<file path="config.mk">
export PLATFORM = sky130hd
export DESIGN_NAME = can_ext_id_buffer
export DESIGN_NICKNAME = d
export VERILOG_FILES = /design/src/can_ext_id_buffer.v
export VERILOG_INCLUDE_DIRS = /design/src /design/src/src
export SDC_FILE = /design/constraint.sdc
export NUM_CORES = 1
export LEC_CHECK = 0
export BUFFER_PORTS_ARGS = -buffer_cell sky130_fd_sc_hd__buf_2
export CAP_MARGIN = 10
export CORE_ASPECT_RATIO = 1.5
export CORE_MARGIN = 2
export CORE_UTILIZATION = 55
export DETAILED_ROUTE_END_ITERATION = 8
export PLACE_DENSITY = 0.76
export SLEW_MARGIN = 20
export SYNTH_ARGS = -nofsm -noshare
export SYNTH_HDL_FRONTEND = slang
export SYNTH_SLANG_ARGS = --single-unit
</file>
<file path="constraint.sdc">
create_clock -name sys_clk_i -period 4.5 [get_ports sys_clk_i]
set_input_delay 0 -clock sys_clk_i [delete_from_list [all_inputs] [get_ports sys_clk_i]]
set_output_delay 0 -clock sys_clk_i [all_outputs]
set_load 0.03 [all_outputs]
</file>
<file path="src/can_ext_id_defs.vh">
`ifndef CAN_EXT_ID_DEFS_VH
`define CAN_EXT_ID_DEFS_VH
// ****************************************
// Register byte addresses
// ****************************************
`define ADDR_TX_BYTE0 6'h00
`define ADDR_TX_BYTE1 6'h04
`define ADDR_TX_BYTE2 6'h08
`define ADDR_TX_BYTE3 6'h0c
`define ADDR_RX_BYTE0 6'h10
`define ADDR_RX_BYTE1 6'h14
`define ADDR_RX_BYTE2 6'h18
`define ADDR_RX_BYTE3 6'h1c
`define ADDR_CTRL 6'h20
`define ADDR_STATUS 6'h24
// ****************************************
// Control and status fields
// ****************************************
`define CTRL_QUEUE_BIT 0
`define CTRL_SELECT_BIT 1
`define CTRL_RX_RELEASE_BIT 2
`define CTRL_ARB_CLEAR_BIT 3
`define STAT_TX_EMPTY_BIT 0
`define STAT_RX_FULL_BIT 1
`define STAT_ARB_LOST_BIT 2
`define STAT_TX_ACTIVE_BIT 3
// ****************************************
// Identifier byte fields
// ****************************************
`define IDB1_SRR_BIT 4
`define IDB1_IDE_BIT 3
`define IDB3_RTR_BIT 0
`define IDE_STANDARD 1'b0
`define IDE_EXTENDED 1'b1
`define RTR_DATA 1'b0
`define RTR_REMOTE 1'b1
`define SRR_RECESSIVE 1'b1
// ****************************************
// Arbitration field lengths in bits
// ****************************************
`define EXT_FIELD_LEN 6'h20
`define STD_FIELD_LEN 6'h0d
`define IDE_POS_IN_FIELD 6'h0d
`define STD_PAD_BITS 19
// ****************************************
// Reset values of control state
// ****************************************
`define RST_TX_EMPTY 1'b1
`define RST_SELECT 1'b0
`define RST_WAIT 1'b1
`endif

</file>
<file path="src/can_ext_id_buffer.v">
`include "can_ext_id_defs.vh"
`default_nettype none

module can_ext_id_buffer (
   input wire sys_clk_i,
   input wire rst_i,
   input wire ce_i,
   input wire [5:0] avs_address_i,
   input wire avs_read_i,
   input wire avs_write_i,
   input wire [31:0] avs_writedata_i,
   input wire [3:0] avs_byteenable_i,
   output reg [31:0] avs_readdata_o,
   output reg avs_waitrequest_o,
   input wire tx_start_i,
   input wire tx_shift_i,
   input wire tx_bus_bit_i,
   input wire tx_done_i,
   output reg tx_request_o,
   output reg tx_bit_o,
   output reg tx_last_o,
   output reg tx_active_o,
   output reg arb_lost_o,
   input wire rx_start_i,
   input wire rx_bit_valid_i,
   input wire rx_bit_i,
   output reg rx_full_o
);

   // ****************************************
   // Storage and control state
   // ****************************************
   reg [7:0] tx_id_reg [0:3];
   reg [31:0] rx_id_reg;
   reg tx_buffer_empty_flag;
   reg tx_buffer_select_reg;
   reg [31:0] tx_shift_reg;
   reg [5:0] tx_count_reg;
   reg [31:0] rx_shift_reg;
   reg [5:0] rx_count_reg;
   reg [5:0] rx_len_reg;
   reg rx_busy_reg;

   wire bus_req;
   wire bus_take;
   wire wr_take;
   wire lane0;
   wire tx_open;
   wire [31:0] tx_field;
   wire [5:0] tx_len;
   wire tx_loses;
   wire rx_last;
   wire [5:0] rx_len_eff;
   wire [31:0] rx_shift_next;
   wire [31:0] rx_aligned;
   wire ctrl_wr;
   wire queue_req;
   wire rx_release;
   wire arb_clear;
   wire rx_done;
   reg [31:0] read_next;

   assign bus_req = avs_read_i | avs_write_i;
   assign bus_take = bus_req & ~avs_waitrequest_o;
   assign wr_take = avs_write_i & ~avs_waitrequest_o;
   assign lane0 = avs_byteenable_i[0];
   assign ctrl_wr = wr_take & lane0 & (avs_address_i == `ADDR_CTRL);

   // Buffer writable only while empty and selected
   assign tx_open = tx_buffer_empty_flag & tx_buffer_select_reg;

   // ****************************************
   // Avalon handshake
   // ****************************************
   // One wait cycle per access, answer in the next
   always @(posedge sys_clk_i or posedge rst_i) begin
      if (rst_i) begin
         avs_waitrequest_o <= `RST_WAIT;
      end else if (ce_i) begin
         avs_waitrequest_o <= ~(bus_req & avs_waitrequest_o);
      end
   end

   always @* begin
      read_next = 32'h0000_0000;
      case (avs_address_i)
         `ADDR_TX_BYTE0: read_next[7:0] = tx_id_reg[0];
         `ADDR_TX_BYTE1: read_next[7:0] = tx_id_reg[1];
         `ADDR_TX_BYTE2: read_next[7:0] = tx_id_reg[2];
         `ADDR_TX_BYTE3: read_next[7:0] = tx_id_reg[3];
         `ADDR_RX_BYTE0: read_next[7:0] = rx_id_reg[31:24];
         `ADDR_RX_BYTE1: read_next[7:0] = rx_id_reg[23:16];
         `ADDR_RX_BYTE2: read_next[7:0] = rx_id_reg[15:8];
         `ADDR_RX_BYTE3: read_next[7:0] = rx_id_reg[7:0];
         `ADDR_CTRL: read_next[`CTRL_SELECT_BIT] = tx_buffer_select_reg;
         `ADDR_STATUS: begin
            read_next[`STAT_TX_EMPTY_BIT] = tx_buffer_empty_flag;
            read_next[`STAT_RX_FULL_BIT] = rx_full_o;
            read_next[`STAT_ARB_LOST_BIT] = arb_lost_o;
            read_next[`STAT_TX_ACTIVE_BIT] = tx_active_o;
         end
         default: read_next = 32'h0000_0000;
      endcase
   end

   // Read data captured in the wait cycle, valid when waitrequest drops
   always @(posedge sys_clk_i or posedge rst_i) begin
      if (rst_i) begin
         avs_readdata_o <= 32'h0000_0000;
      end else if (ce_i) begin
         if (avs_read_i & avs_waitrequest_o) begin
            avs_readdata_o <= read_next;
         end
      end
   end

   // ****************************************
   // Transmit identifier bytes
   // ****************************************
   // No reset: contents undefined until written
   genvar gi;
   generate
      for (gi = 0; gi < 4; gi = gi + 1) begin : g_tx_byte
         always @(posedge sys_clk_i) begin
            if (ce_i & wr_take & lane0 & tx_open & (avs_address_i == (gi * 4))) begin
               tx_id_reg[gi] <= avs_writedata_i[7:0];
            end
         end
      end
   endgenerate

   // ****************************************
   // Control register and flags
   // ****************************************
   assign queue_req = ctrl_wr & avs_writedata_i[`CTRL_QUEUE_BIT] & tx_open;
   assign rx_release = ctrl_wr & avs_writedata_i[`CTRL_RX_RELEASE_BIT];
   assign arb_clear = ctrl_wr & avs_writedata_i[`CTRL_ARB_CLEAR_BIT];

   always @(posedge sys_clk_i or posedge rst_i) begin
      if (rst_i) begin
         tx_buffer_select_reg <= `RST_SELECT;
         tx_buffer_empty_flag <= `RST_TX_EMPTY;
         tx_request_o <= 1'b0;
      end else if (ce_i) begin
         if (ctrl_wr) begin
            tx_buffer_select_reg <= avs_writedata_i[`CTRL_SELECT_BIT];
         end
         // Completion sets empty and wins over a queue request
         if (tx_done_i) begin
            tx_buffer_empty_flag <= 1'b1;
            tx_request_o <= 1'b0;
         end else if (queue_req) begin
            tx_buffer_empty_flag <= 1'b0;
            tx_request_o <= 1'b1;
         end
      end
   end

   // ****************************************
   // Transmit serialiser
   // ****************************************
   // Byte layout is already the on-bus arbitration order
   assign tx_field = {tx_id_reg[0], tx_id_reg[1], tx_id_reg[2], tx_id_reg[3]};
   assign tx_len = (tx_id_reg[1][`IDB1_IDE_BIT] == `IDE_EXTENDED) ?
                   `EXT_FIELD_LEN : `STD_FIELD_LEN;
   // Recessive sent, dominant seen: a smaller id won
   assign tx_loses = tx_bit_o & ~tx_bus_bit_i;

   always @(posedge sys_clk_i or posedge rst_i) begin
      if (rst_i) begin
         tx_shift_reg <= 32'h0000_0000;
         tx_count_reg <= 6'h00;
         tx_active_o <= 1'b0;
         tx_bit_o <= 1'b1;
         tx_last_o <= 1'b0;
      end else if (ce_i) begin
         if (tx_start_i & tx_request_o & ~tx_active_o) begin
            tx_shift_reg <= {tx_field[30:0], 1'b0};
            tx_bit_o <= tx_field[31];
            tx_count_reg <= tx_len - 6'h01;
            tx_last_o <= 1'b0;
            tx_active_o <= 1'b1;
         end else if (tx_active_o & tx_shift_i) begin
            if (tx_loses | (tx_count_reg == 6'h00)) begin
               tx_active_o <= 1'b0;
               tx_bit_o <= 1'b1;
               tx_last_o <= 1'b0;
            end else begin
               // SRR, IDE and RTR leave in place as written
               tx_bit_o <= tx_shift_reg[31];
               tx_shift_reg <= {tx_shift_reg[30:0], 1'b0};
               tx_count_reg <= tx_count_reg - 6'h01;
               tx_last_o <= (tx_count_reg == 6'h01);
            end
         end
      end
   end

   // Lost arbitration flag, set wins over clear
   always @(posedge sys_clk_i or posedge rst_i) begin
      if (rst_i) begin
         arb_lost_o <= 1'b0;
      end else if (ce_i) begin
         if (tx_active_o & tx_shift_i & tx_loses) begin
            arb_lost_o <= 1'b1;
         end else if (arb_clear) begin
            arb_lost_o <= 1'b0;
         end
      end
   end

   // ****************************************
   // Receive deserialiser
   // ****************************************
   assign rx_shift_next = {rx_shift_reg[30:0], rx_bit_i};
   // Extension flag bit decides the length in its own cycle
   // A standard field ends on that same bit
   assign rx_len_eff = ((rx_count_reg + 6'h01) == `IDE_POS_IN_FIELD) ?
                       ((rx_bit_i == `IDE_EXTENDED) ? `EXT_FIELD_LEN : `STD_FIELD_LEN) :
                       rx_len_reg;
   assign rx_last = (rx_count_reg + 6'h01) == rx_len_eff;
   assign rx_done = rx_busy_reg & rx_bit_valid_i & rx_last;
   // Standard frames left-aligned into bytes 0 and 1
   assign rx_aligned = (rx_len_eff == `EXT_FIELD_LEN) ? rx_shift_next :
                       {rx_shift_next[12:0], {`STD_PAD_BITS{1'b0}}};

   always @(posedge sys_clk_i or posedge rst_i) begin
      if (rst_i) begin
         rx_shift_reg <= 32'h0000_0000;
         rx_count_reg <= 6'h00;
         rx_len_reg <= `EXT_FIELD_LEN;
         rx_busy_reg <= 1'b0;
      end else if (ce_i) begin
         if (rx_start_i) begin
            rx_count_reg <= 6'h00;
            rx_len_reg <= `EXT_FIELD_LEN;
            rx_busy_reg <= 1'b1;
         end else if (rx_busy_reg & rx_bit_valid_i) begin
            rx_shift_reg <= rx_shift_next;
            rx_count_reg <= rx_count_reg + 6'h01;
            // Thirteenth bit is the extension flag
            if ((rx_count_reg + 6'h01) == `IDE_POS_IN_FIELD) begin
               rx_len_reg <= (rx_bit_i == `IDE_EXTENDED) ?
                             `EXT_FIELD_LEN : `STD_FIELD_LEN;
            end
            if (rx_last) begin
               rx_busy_reg <= 1'b0;
            end
         end
      end
   end

   // Received identifier, kept while full; no reset value
   always @(posedge sys_clk_i) begin
      if (ce_i & rx_done & ~rx_full_o) begin
         rx_id_reg <= rx_aligned;
      end
   end

   // Full flag, frame completion wins over release
   always @(posedge sys_clk_i or posedge rst_i) begin
      if (rst_i) begin
         rx_full_o <= 1'b0;
      end else if (ce_i) begin
         if (rx_done & ~rx_full_o) begin
            rx_full_o <= 1'b1;
         end else if (rx_release) begin
            rx_full_o <= 1'b0;
         end
      end
   end

endmodule // can_ext_id_buffer

`default_nettype wire

</file>
==> run_results.csv, run 1 <==
group,metric,value,unit
floorplan,die_width,98.6,um
floorplan,core_region_area,13100,sq um
placement,portBuffers,41,
power_and_ir_drop,p_leak,3.67,nW
clocking,cts_max_level,4,
routing,drtPass1Iterations,5,
critical_path,crit_required,4660,ps
clocking,cts_setup_buffers,0,
critical_path,path_depth,6,
routing,wl_per_cell,17.7,um
layout,drive_gt1_share,13.3,%
power_and_ir_drop,internal_power,2.43,mW
critical_path,crit_type,"register to register",
min_path,min_path_type,"input port to register",
critical_path,path_cells,"ha_1, nor2b_1, a21oi_1, a211o_4, mux2i_4, mux2_1",
critical_path,crit_fanout,32,
floorplan,start_util,56.4,%
floorplan,dieArea,14400,sq um
layout,num_antenna_cells,0,
sta,tns,0,ps
global_routing,antenna_found_initial,0,
sta,worst_slack,1460,ps
sta,skew,8.96,ps
layout,final_util,64.2,%
global_routing,top_usage_layer,"met2",
clocking,clock_path_buffers,2,
synth,synth_largest_area_cell,"dfrtp_1",
synth,synthTopCellsByArea,"dfrtp_1 32%, edfxtp_1 26%, nand2_1 8.8%",
global_routing,grt_pass1_wl,25.8,mm
clocking,clk_pin_slew,60,ps
power_and_ir_drop,p_per_area,385,nW/um^2
layout,final_nets,778,
critical_path,arrival,3200,ps
global_routing,grt_use_met3,4.56,%
synth,synth_area,7380,sq um
power_and_ir_drop,ir_drop,0.321,mV
global_routing,use_met2,39.8,%
critical_path,max_stage_delay,800,ps
synth,yosysWarnings,0,
run,drv_cap,0,
status,run_status,"completed",
power_and_ir_drop,sw_frac_of_total,24.8,%
synth,ys_ff_latch,162,
routing,drt-vias-per-instance,5.71,
global_routing,overflow,0,
sta,setup_viol,0,
routing,antenna_left,0,
routing,drt_iter0_drc,353,
clocking,insertion_delay,420,ps
global_routing,grt_max_degree,65,
sta,period_needed,3040,ps
sta,fmax,0.329,GHz
sta,rsz0062_at_grt,"false",
layout,area_growth,13.7,%
global_routing,grtUsageTotal,22.7,%
synth,yosysSeqAreaShare,59.3,%
placement,dp_worst_setup_slack,1400,ps
routing,drc,0,
placement,place_congestion,0.966,
floorplan,row_count,51,
routing,dr_total_vias,5090,
synth,synthDistinctLibCells,53,
sta,worst_pin_slew,992,ps
power_and_ir_drop,clkPwrFrac,44.0,%
placement,dp_hpwl,10.8,mm
sta,maxSlewHeadroom,32.5,%
critical_path,reg2reg_depth,6,
floorplan,die_y,146,um
power_and_ir_drop,p_switching,0.800,mW
sta,hold_viol,0,
power_and_ir_drop,p_comb_share,6.3,%
critical_path,cp.buffers_inverters,0,
global_routing,grt_pass1_vias,5064,
global_routing,grt_use_met1,26.3,%
critical_path,critPathSlowestCell,"mux2i_4",
power_and_ir_drop,seqPwrFrac,49.7,%
routing,drt-total-wl,15.8,mm
critical_path,start_kind,"register",
synth,synth_top_area_share,31.9,%
critical_path,cpLargestDelayFamily,"multiplexers",
clocking,cts-root-buf,"clkbuf_16",
clocking,cts_tree,"done",
clocking,cts.sinks,162,
min_path,min_path_cells,6,
critical_path,critPathCaptureType,"register",
synth,synth_cells,668,
synth,syn_area_per_cell,11.1,sq um
sta,slew_violations,0,
sta,finalCritPeriodShare,67.5,%
floorplan,ios,93,
clocking,cts_buffers,17,
-- cell usage in the layout (no fill, tap or decap), types with 5 or more instances in the layout --
master | Yosys | layout
xor2_1 | 7 | 7
mux2i_1 | 31 | 31
a222oi_1 | 5 | 5
and3_1 | 5 | 5
o21ai_0 | 51 | 51
mux2_1 | 13 | 13
nand2_1 | 174 | 174
conb_1 | 1 | 24
inv_1 | 10 | 9
nor2_1 | 18 | 16
nor3_1 | 8 | 8
mux4_2 | 6 | 6
dlygate4sd3_1 | 0 | 20
nor2b_1 | 23 | 23
nand3_1 | 12 | 12
a221oi_1 | 7 | 7
edfxtp_1 | 64 | 64
buf_2 | 3 | 41
and2_1 | 10 | 10
a21o_1 | 8 | 8
ha_1 | 5 | 5
dfrtp_1 | 94 | 94
a21oi_1 | 9 | 9
a22o_1 | 6 | 6
clkbuf_16 | 0 | 19
-- area by class of cell --
type | count | area [sq um]
Fill cell | 972 | 4690
Timing Repair Buffer | 65 | 448
Sequential cell | 162 | 4380
Multi-Input combinational cell | 463 | 2740
Tap cell | 159 | 199
Inverter | 10 | 40.0
Clock buffer | 19 | 475
Clock inverter | 13 | 116
-- cell usage after synthesis (all sizes together) --
cell       n
mux2      15
nand4      2
clkbuf    21
a31oi      4
dfstp      4
nor4       3
and4       1
a221oi     7
or2        1
o22ai      1
nand3b     3
dfrtp     94
o21ai     52
nor3       8
nand2    174
a21oi      9
inv       10
or4        1
xor2       7
a22o       6
a311o      1
xnor2      3
edfxtp    64
and3       5
and3b      1
nand3     12
nor2      19
or3b       1
and2      11
ha         5
a22oi      4
o21a       1
buf       35
a222oi     5
o31ai      2
o211ai     2
a211o      1
o22a       1
conb       1
mux4       6
nor2b     23
a21o       8
mux2i     32
a2111oi    1
a41oi      1
-- routing by layer --
layer  wire length (um)  part of all wire, %
met5                  0                    0
met4                583                  3.7
met3                646                  4.1
met2               8510                   54
met1               6020                   38
-- cell families (layout without fill, tap and decap cells) --
group                    after synthesis  count (layout)  synth area share [%]
AND/OR/NAND/NOR                      265             265                  15.8
flip-flops                           162             162                  59.3
AO/OA/AOI/OAI                        106             106                  9.24
buffers and inverters                 66             107                  4.93
multiplexers                          53              53                  8.63
XOR/XNOR                              10              10                  1.19
adder cells (fa/ha/maj)                5               5                 0.847
other                                  1              24                0.0508
-- per-stage QoR --
| step | std cells | cell area [sq um] | power (mW) | hold slack (ps) |
|---|---|---|---|---|
| floorplan | 691 | 7470 | 1.78 | 86.1 |
| global placement | 838 | 7580 | 1.82 | 75.9 |
| detailed placement | 838 | 7580 | 1.83 | 80.0 |
| CTS | 890 | 8380 | 3.25 | 110 |
| global route | 891 | 8400 | 3.34 | 160 |
| finish | 891 | 8400 | 3.23 | 126 |
-- power by group through the flow --
| stage | registers [mW] | clock network (mW) | logic (mW) |
|---|---|---|---|
| after floorplan | 1.64 | 0 | 0.143 |
| after global placement | 1.63 | 0 | 0.186 |
| after detailed placement | 1.64 | 0 | 0.190 |
| after CTS | 1.61 | 1.44 | 0.205 |
| after global routing | 1.61 | 1.50 | 0.228 |
| final | 1.61 | 1.42 | 0.204 |
-- worst reg2reg max path: stages, from the launching register on --
cell and delay [ps]:
dfrtp_1 540, ha_1 320, nor2b_1 210, a21oi_1 120
a211o_4 370, mux2i_4 800, mux2_1 420
-- final timing paths --
path                                        startpoint  slack (ps)                      endpoint
hold / removal                            tx_bus_bit_i         130       tx_active_o$_DFFE_PP0P_
min in group asynchronous                        rst_i         180   rx_count_reg[2]$_DFFE_PP0P_
setup reg to reg           rx_count_reg[0]$_DFFE_PP0P_        1460       rx_id_reg[20]$_DFFE_PP_
max in group asynchronous                        rst_i        3180  tx_shift_reg[13]$_DFFE_PP0P_
setup / recovery           rx_count_reg[0]$_DFFE_PP0P_        1460       rx_id_reg[20]$_DFFE_PP_
hold reg to reg                  tx_last_o$_DFFE_PP0P_         470         tx_last_o$_DFFE_PP0P_
-- what timing repair did --
action                                 in CTS  in global routing
gates resized for setup                     0                  0
hold buffers                               20                  0
endpoints found under the hold margin      82                  0
Note: power is estimated with default switching activity, not from simulation.
==> run 2, diff against run 1 <==
--- a/config.mk
+++ b/config.mk
@@ -10,7 +10,7 @@
 export CAP_MARGIN = 10
 export CORE_ASPECT_RATIO = 1.5
 export CORE_MARGIN = 2
-export CORE_UTILIZATION = 55
+export CORE_UTILIZATION = 52
 export DETAILED_ROUTE_END_ITERATION = 8
 export PLACE_DENSITY = 0.76
 export SLEW_MARGIN = 20
==> constraint.sdc (replaced) <==
create_clock -name sys_clk_i -period 2.7 [get_ports sys_clk_i]
set_input_delay 0 -clock sys_clk_i [delete_from_list [all_inputs] [get_ports sys_clk_i]]
set_output_delay 0 -clock sys_clk_i [all_outputs]
set_load 0.03 [all_outputs]
==> run 2 against run 1 <==
  * Register-to-register slack worse by 1300 ps
  * Maximum frequency is 22% higher
  * Design area up 1.3%
  * Critical path depth is 1 higher
  * Non-clock buffer count rose by 1
  * Combinational power grew 72%
  * Die area grew 5.6%
  * Clock skew shrank 1.9 ps
  * Sequential power is 66% higher
  * Final cell count grew 0.79%
  * Flip-flop and latch count stayed put
  * Critical endpoint is now rx_id_reg[28]$_DFFE_PP_
==> run_results.csv, run 2 (same netlist as run 1, synthesis figures left out) <==
group,metric,value,unit
status,run_status,"completed",
run,drv_cap,0,
routing,drt-vias-per-instance,5.65,
routing,antenna_left,0,
floorplan,die_width,101,um
power_and_ir_drop,p_per_area,663,nW/um^2
routing,wl_per_cell,18.5,um
sta,skew,7.09,ps
sta,rsz0062_at_grt,"false",
critical_path,critPathCaptureType,"register",
critical_path,crit_fanout,32,
clocking,cts_tree,"done",
critical_path,crit_type,"register to register",
placement,place_congestion,0.909,
clocking,insertion_delay,420,ps
sta,hold_viol,0,
global_routing,grt_max_degree,65,
routing,drc,0,
sta,setup_viol,0,
power_and_ir_drop,finalPower,5.64,mW
routing,drtPass1Iterations,8,
placement,dp_worst_setup_slack,220,ps
sta,worst_slack,206,ps
layout,area_growth,15.1,%
layout,layout_common_cells,"174 x nand2_1, 94 x dfrtp_1, 64 x edfxtp_1",
global_routing,overflow,0,
layout,num_antenna_cells,0,
power_and_ir_drop,p_leak,3.71,nW
critical_path,crit_required,2870,ps
sta,fmax,0.401,GHz
critical_path,start_kind,"register",
placement,dp_hpwl,11.1,mm
floorplan,ios,93,
placement,portBuffers,41,
clocking,cts.sinks,162,
sta,slew_violations,0,
power_and_ir_drop,ir_drop,0.302,mV
routing,drt_iter0_drc,319,
clocking,cts-root-buf,"clkbuf_16",
sta,period_needed,2490,ps
critical_path,arrival,2660,ps
floorplan,row_count,53,
min_path,min_path_type,"input port to register",
layout,layout_commonest_cell,"nand2_1",
layout,final_nets,779,
sta,maxSlewHeadroom,53.6,%
floorplan,dieArea,15200,sq um
clocking,clock_path_buffers,2,
sta,worst_pin_slew,696,ps
global_routing,grt_pass1_vias,5104,
clocking,cts_buffers,17,
sta,finalCritPeriodShare,92.4,%
routing,drt-total-wl,16.6,mm
clocking,cts_max_level,4,
layout,drive_gt1_share,13.6,%
floorplan,die_y,150,um
sta,tns,0,ps
floorplan,start_util,53.0,%
clocking,clk_pin_slew,60,ps
global_routing,grt_pass1_wl,26.2,mm
routing,dr_total_vias,5071,
global_routing,antenna_found_initial,0,
global_routing,grtUsageTotal,22.7,%
floorplan,core_region_area,13900,sq um
clocking,cts_setup_buffers,0,
==> run 2: cell types whose count changed in the layout (fill, tap and decap cells not counted), sizes merged <==
cell,previous run,this run
buf,45,48
bufinv,0,4
clkbuf,19,21
clkinv,6,3
dlygate4sd3,20,18
inv,16,13
==> run 2: timing repair <==
item,CTS,global route
gates resized for setup,0,0
endpoints found under the hold margin,83,0
hold buffers,18,0
==> run 2: final cells by class <==
| type | count | area [sq um] |
|---|---|---|
| repair buffers | 66 | 488 |
| multi-input cells | 463 | 2740 |
| inverters | 10 | 40.0 |
| well taps | 165 | 206 |
| fillers | 1064 | 5430 |
| clock buffers | 21 | 470 |
| flip-flops and latches | 162 | 4380 |
| clock inverters | 11 | 174 |
==> run 2: layer usage <==
metal  wire length (um)  global-route usage (%)  up-vias
li1                   -                       -     2383
met1               6410                    25.8     2493
met2               8820                    39.3      151
met3                606                    4.62       44
met4                783                    12.5        0
met5                  0                       0        -
==> run 2: through the flow <==
stage                     cells  hold slack [ps]  utilization [%]  instance area (sq um)
after floorplan             691             86.1                -                   7480
after global placement      848              115             55.1                   7680
after detailed placement    848              126             55.1                   7680
after CTS                   898             5.09             61.0                   8500
after global routing        898             34.2             61.0                   8500
final                       898             31.7             61.0                   8500
==> run 2: final timing paths <==
check	from	end	slack, ps	depth (start not counted)
min in group asynchronous	rst_i	rx_count_reg[4]$_DFFE_PP0P_	210	3
worst min register to register	tx_last_o$_DFFE_PP0P_	tx_last_o$_DFFE_PP0P_	470	2
worst max-delay path	rx_count_reg[0]$_DFFE_PP0P_	rx_id_reg[28]$_DFFE_PP_	210	7
worst min-delay path	ce_i	tx_active_o$_DFFE_PP0P_	30	4
max in group asynchronous	rst_i	tx_shift_reg[9]$_DFFE_PP0P_	1780	4
worst max register to register	rx_count_reg[0]$_DFFE_PP0P_	rx_id_reg[28]$_DFFE_PP_	210	7
==> run 2: critical path, cell delays in order, from the launching register on <==
cell     delay, ps
dfrtp_1        490
inv_1          110
ha_1           150
or3b_1         400
a211o_4        320
mux2i_4        200
buf_12         210
mux2_1         350
==> run 2: report_power, final <==
part	internal [mW]	leakage (nW)	switching, mW
logic	0.118	1.52	0.231
clock network	1.63	0.315	0.980
registers	2.62	1.88	0.0568
==> run 3, diff against run 2 <==
--- a/config.mk
+++ b/config.mk
@@ -13,6 +13,8 @@
 export CORE_UTILIZATION = 52
 export DETAILED_ROUTE_END_ITERATION = 8
 export PLACE_DENSITY = 0.76
+export REMOVE_ABC_BUFFERS = 1
+export SETUP_SLACK_MARGIN = 0.3
 export SLEW_MARGIN = 20
 export SYNTH_ARGS = -nofsm -noshare
 export SYNTH_HDL_FRONTEND = slang
==> run 3 against run 2 <==
  * Clock skew rose by 3.1 ps
  * Non-clock buffer count is 16 higher
  * Final cell count is 1.8% higher
  * Worst hold slack got worse by 14 ps
  * Sequential power about the same
  * Largest power group unchanged
==> run_results.csv, run 3 (same netlist as run 1, synthesis figures left out) <==
group,metric,value,unit
status,run_status,"completed",
layout,drive_gt1_share,16.7,%
global_routing,grt_pass1_vias,5171,
placement,place_congestion,0.913,
sta,fmax,0.403,GHz
global_routing,grt_max_degree,86,
layout,layout_commonest_cell,"nand2_1",
floorplan,core_region_area,13900,sq um
sta,slew_violations,0,
placement,placed_cells,850,
layout,area_growth,18.1,%
power_and_ir_drop,ir_drop,0.434,mV
clocking,cts.sinks,162,
layout,num_antenna_cells,0,
global_routing,overflow,0,
critical_path,critPathCaptureType,"register",
floorplan,dieArea,15200,sq um
clocking,cts_tree,"done",
floorplan,ios,93,
routing,drtPass1Iterations,5,
routing,drt-total-wl,16.7,mm
layout,layout_common_cells,"174 x nand2_1, 90 x dfrtp_1, 64 x edfxtp_1",
critical_path,max_stage_delay,450,ps
critical_path,crit_type,"register to register",
placement,portBuffers,41,
critical_path,crit_required,2840,ps
critical_path,path_cells,"and4_4, nand3_1, a311o_1, a21oi_1, o211ai_1, nor2_4, clkbuf_16",
clocking,cts_buffers,17,
power_and_ir_drop,finalPower,5.54,mW
min_path,min_path_type,"input port to register",
critical_path,critPathSlowestCell,"dfrtp_2",
critical_path,crit_fanout,8,
floorplan,row_count,53,
sta,finalCritPeriodShare,91.9,%
placement,dp_hpwl,10.6,mm
sta,hold_viol,0,
sta,setup_viol,0,
critical_path,reg2reg_setup_slack,220,ps
global_routing,grt_pass1_wl,26.0,mm
critical_path,arrival,2620,ps
critical_path,start_kind,"register",
layout,final_nets,795,
global_routing,grtUsageTotal,22.3,%
routing,drt-vias-per-instance,5.70,
sta,skew,10.2,ps
clocking,cts_max_level,4,
layout,layout.cells.non_filler,914,
power_and_ir_drop,p_leak,3.78,nW
routing,wl_per_cell,18.3,um
routing,antenna_left,0,
clocking,clk_pin_slew,70,ps
run,drv_cap,0,
sta,rsz0062_at_grt,"true",
clocking,insertion_delay,420,ps
floorplan,die_width,101,um
routing,drc,0,
floorplan,die_y,150,um
sta,worst_pin_slew,817,ps
sta,period_needed,2480,ps
routing,dr_total_vias,5210,
floorplan,start_util,53.0,%
global_routing,antenna_found_initial,0,
sta,maxSlewHeadroom,45.5,%
power_and_ir_drop,p_per_area,635,nW/um^2
clocking,cts-root-buf,"clkbuf_16",
routing,drt_iter0_drc,367,
clocking,clock_path_buffers,2,
==> run 3: per-stage QoR <==
step           hold slack [ps]  setup TNS, ps  util [%]  worst slack [ps]  cell area, sq um
4_1_cts                   9.91              0      61.6               314              8580
3_5_place_dp               210              0      55.1               176              7670
6_report                  17.6              0      62.6               220              8720
3_3_place_gp               202              0      55.1               281              7670
2_1_floorplan             86.1         -41860         -              -671              7140
5_1_grt                   49.0              0      62.6               131              8720
==> run 3: power breakdown <==
| part | internal (mW) | switching [mW] | leakage (nW) |
|---|---|---|---|
| clock | 1.48 | 1.01 | 0.304 |
| sequential | 2.62 | 0.0605 | 1.87 |
| combinational | 0.129 | 0.237 | 1.61 |
| total | 4.23 | 1.31 | 3.78 |
==> run 3: path summary, 6_finish.rpt <==
check | to | start | cells after the start
max in group asynchronous | rx_shift_reg[28]$_DFFE_PP0P_ | rst_i | 4
worst min-delay path | rx_busy_reg$_DFFE_PP0P_ | ce_i | 2
min in group asynchronous | tx_shift_reg[23]$_DFFE_PP0P_ | rst_i | 3
worst min register to register | avs_readdata_o[5]$_DFFE_PP0P_ | avs_readdata_o[5]$_DFFE_PP0P_ | 2
worst max-delay path | rx_id_reg[19]$_DFFE_PP_ | rx_count_reg[1]$_DFFE_PP0P_ | 7
worst max register to register | rx_id_reg[19]$_DFFE_PP_ | rx_count_reg[1]$_DFFE_PP0P_ | 7
==> run 3: repair_timing <==
action / in CTS / in global routing
hold buffers: 21 / 0
setup buffers: 3 / 4
setup endpoints to repair: 45 / 50
cloned: 1 / 3
resized for setup: 5 / 10
hold endpoints to repair: 120 / 0
pin swaps: 0 / 5
==> run 3: layout make-up <==
| class | count | area (sq um) |
|---|---|---|
| Tap cell | 165 | 206 |
| Inverter | 10 | 42.5 |
| Clock buffer | 22 | 518 |
| Fill cell | 1048 | 5200 |
| Clock inverter | 10 | 105 |
| Sequential cell | 162 | 4380 |
| Timing Repair Buffer | 82 | 667 |
| Multi-Input combinational cell | 463 | 2800 |
==> run 3: layer usage <==
layer / global-route usage, % / part of all wire, % / wire length [um]
met5: 0 / 0 / 0
met4: 12.7 / 4.6 / 764
met3: 3.18 / 3.4 / 571
met2: 39.0 / 54 / 9070
met1: 25.8 / 38 / 6320
==> run 3: critical path, delay by kind of cell, from the launching register on <==
| family | cells | cell delay, ps |
|---|---|---|
| AOI/OAI and AO/OA | 3 | 780 |
| and+or+nand+nor | 3 | 740 |
| DFF | 1 | 450 |
| buffers and inverters | 1 | 220 |
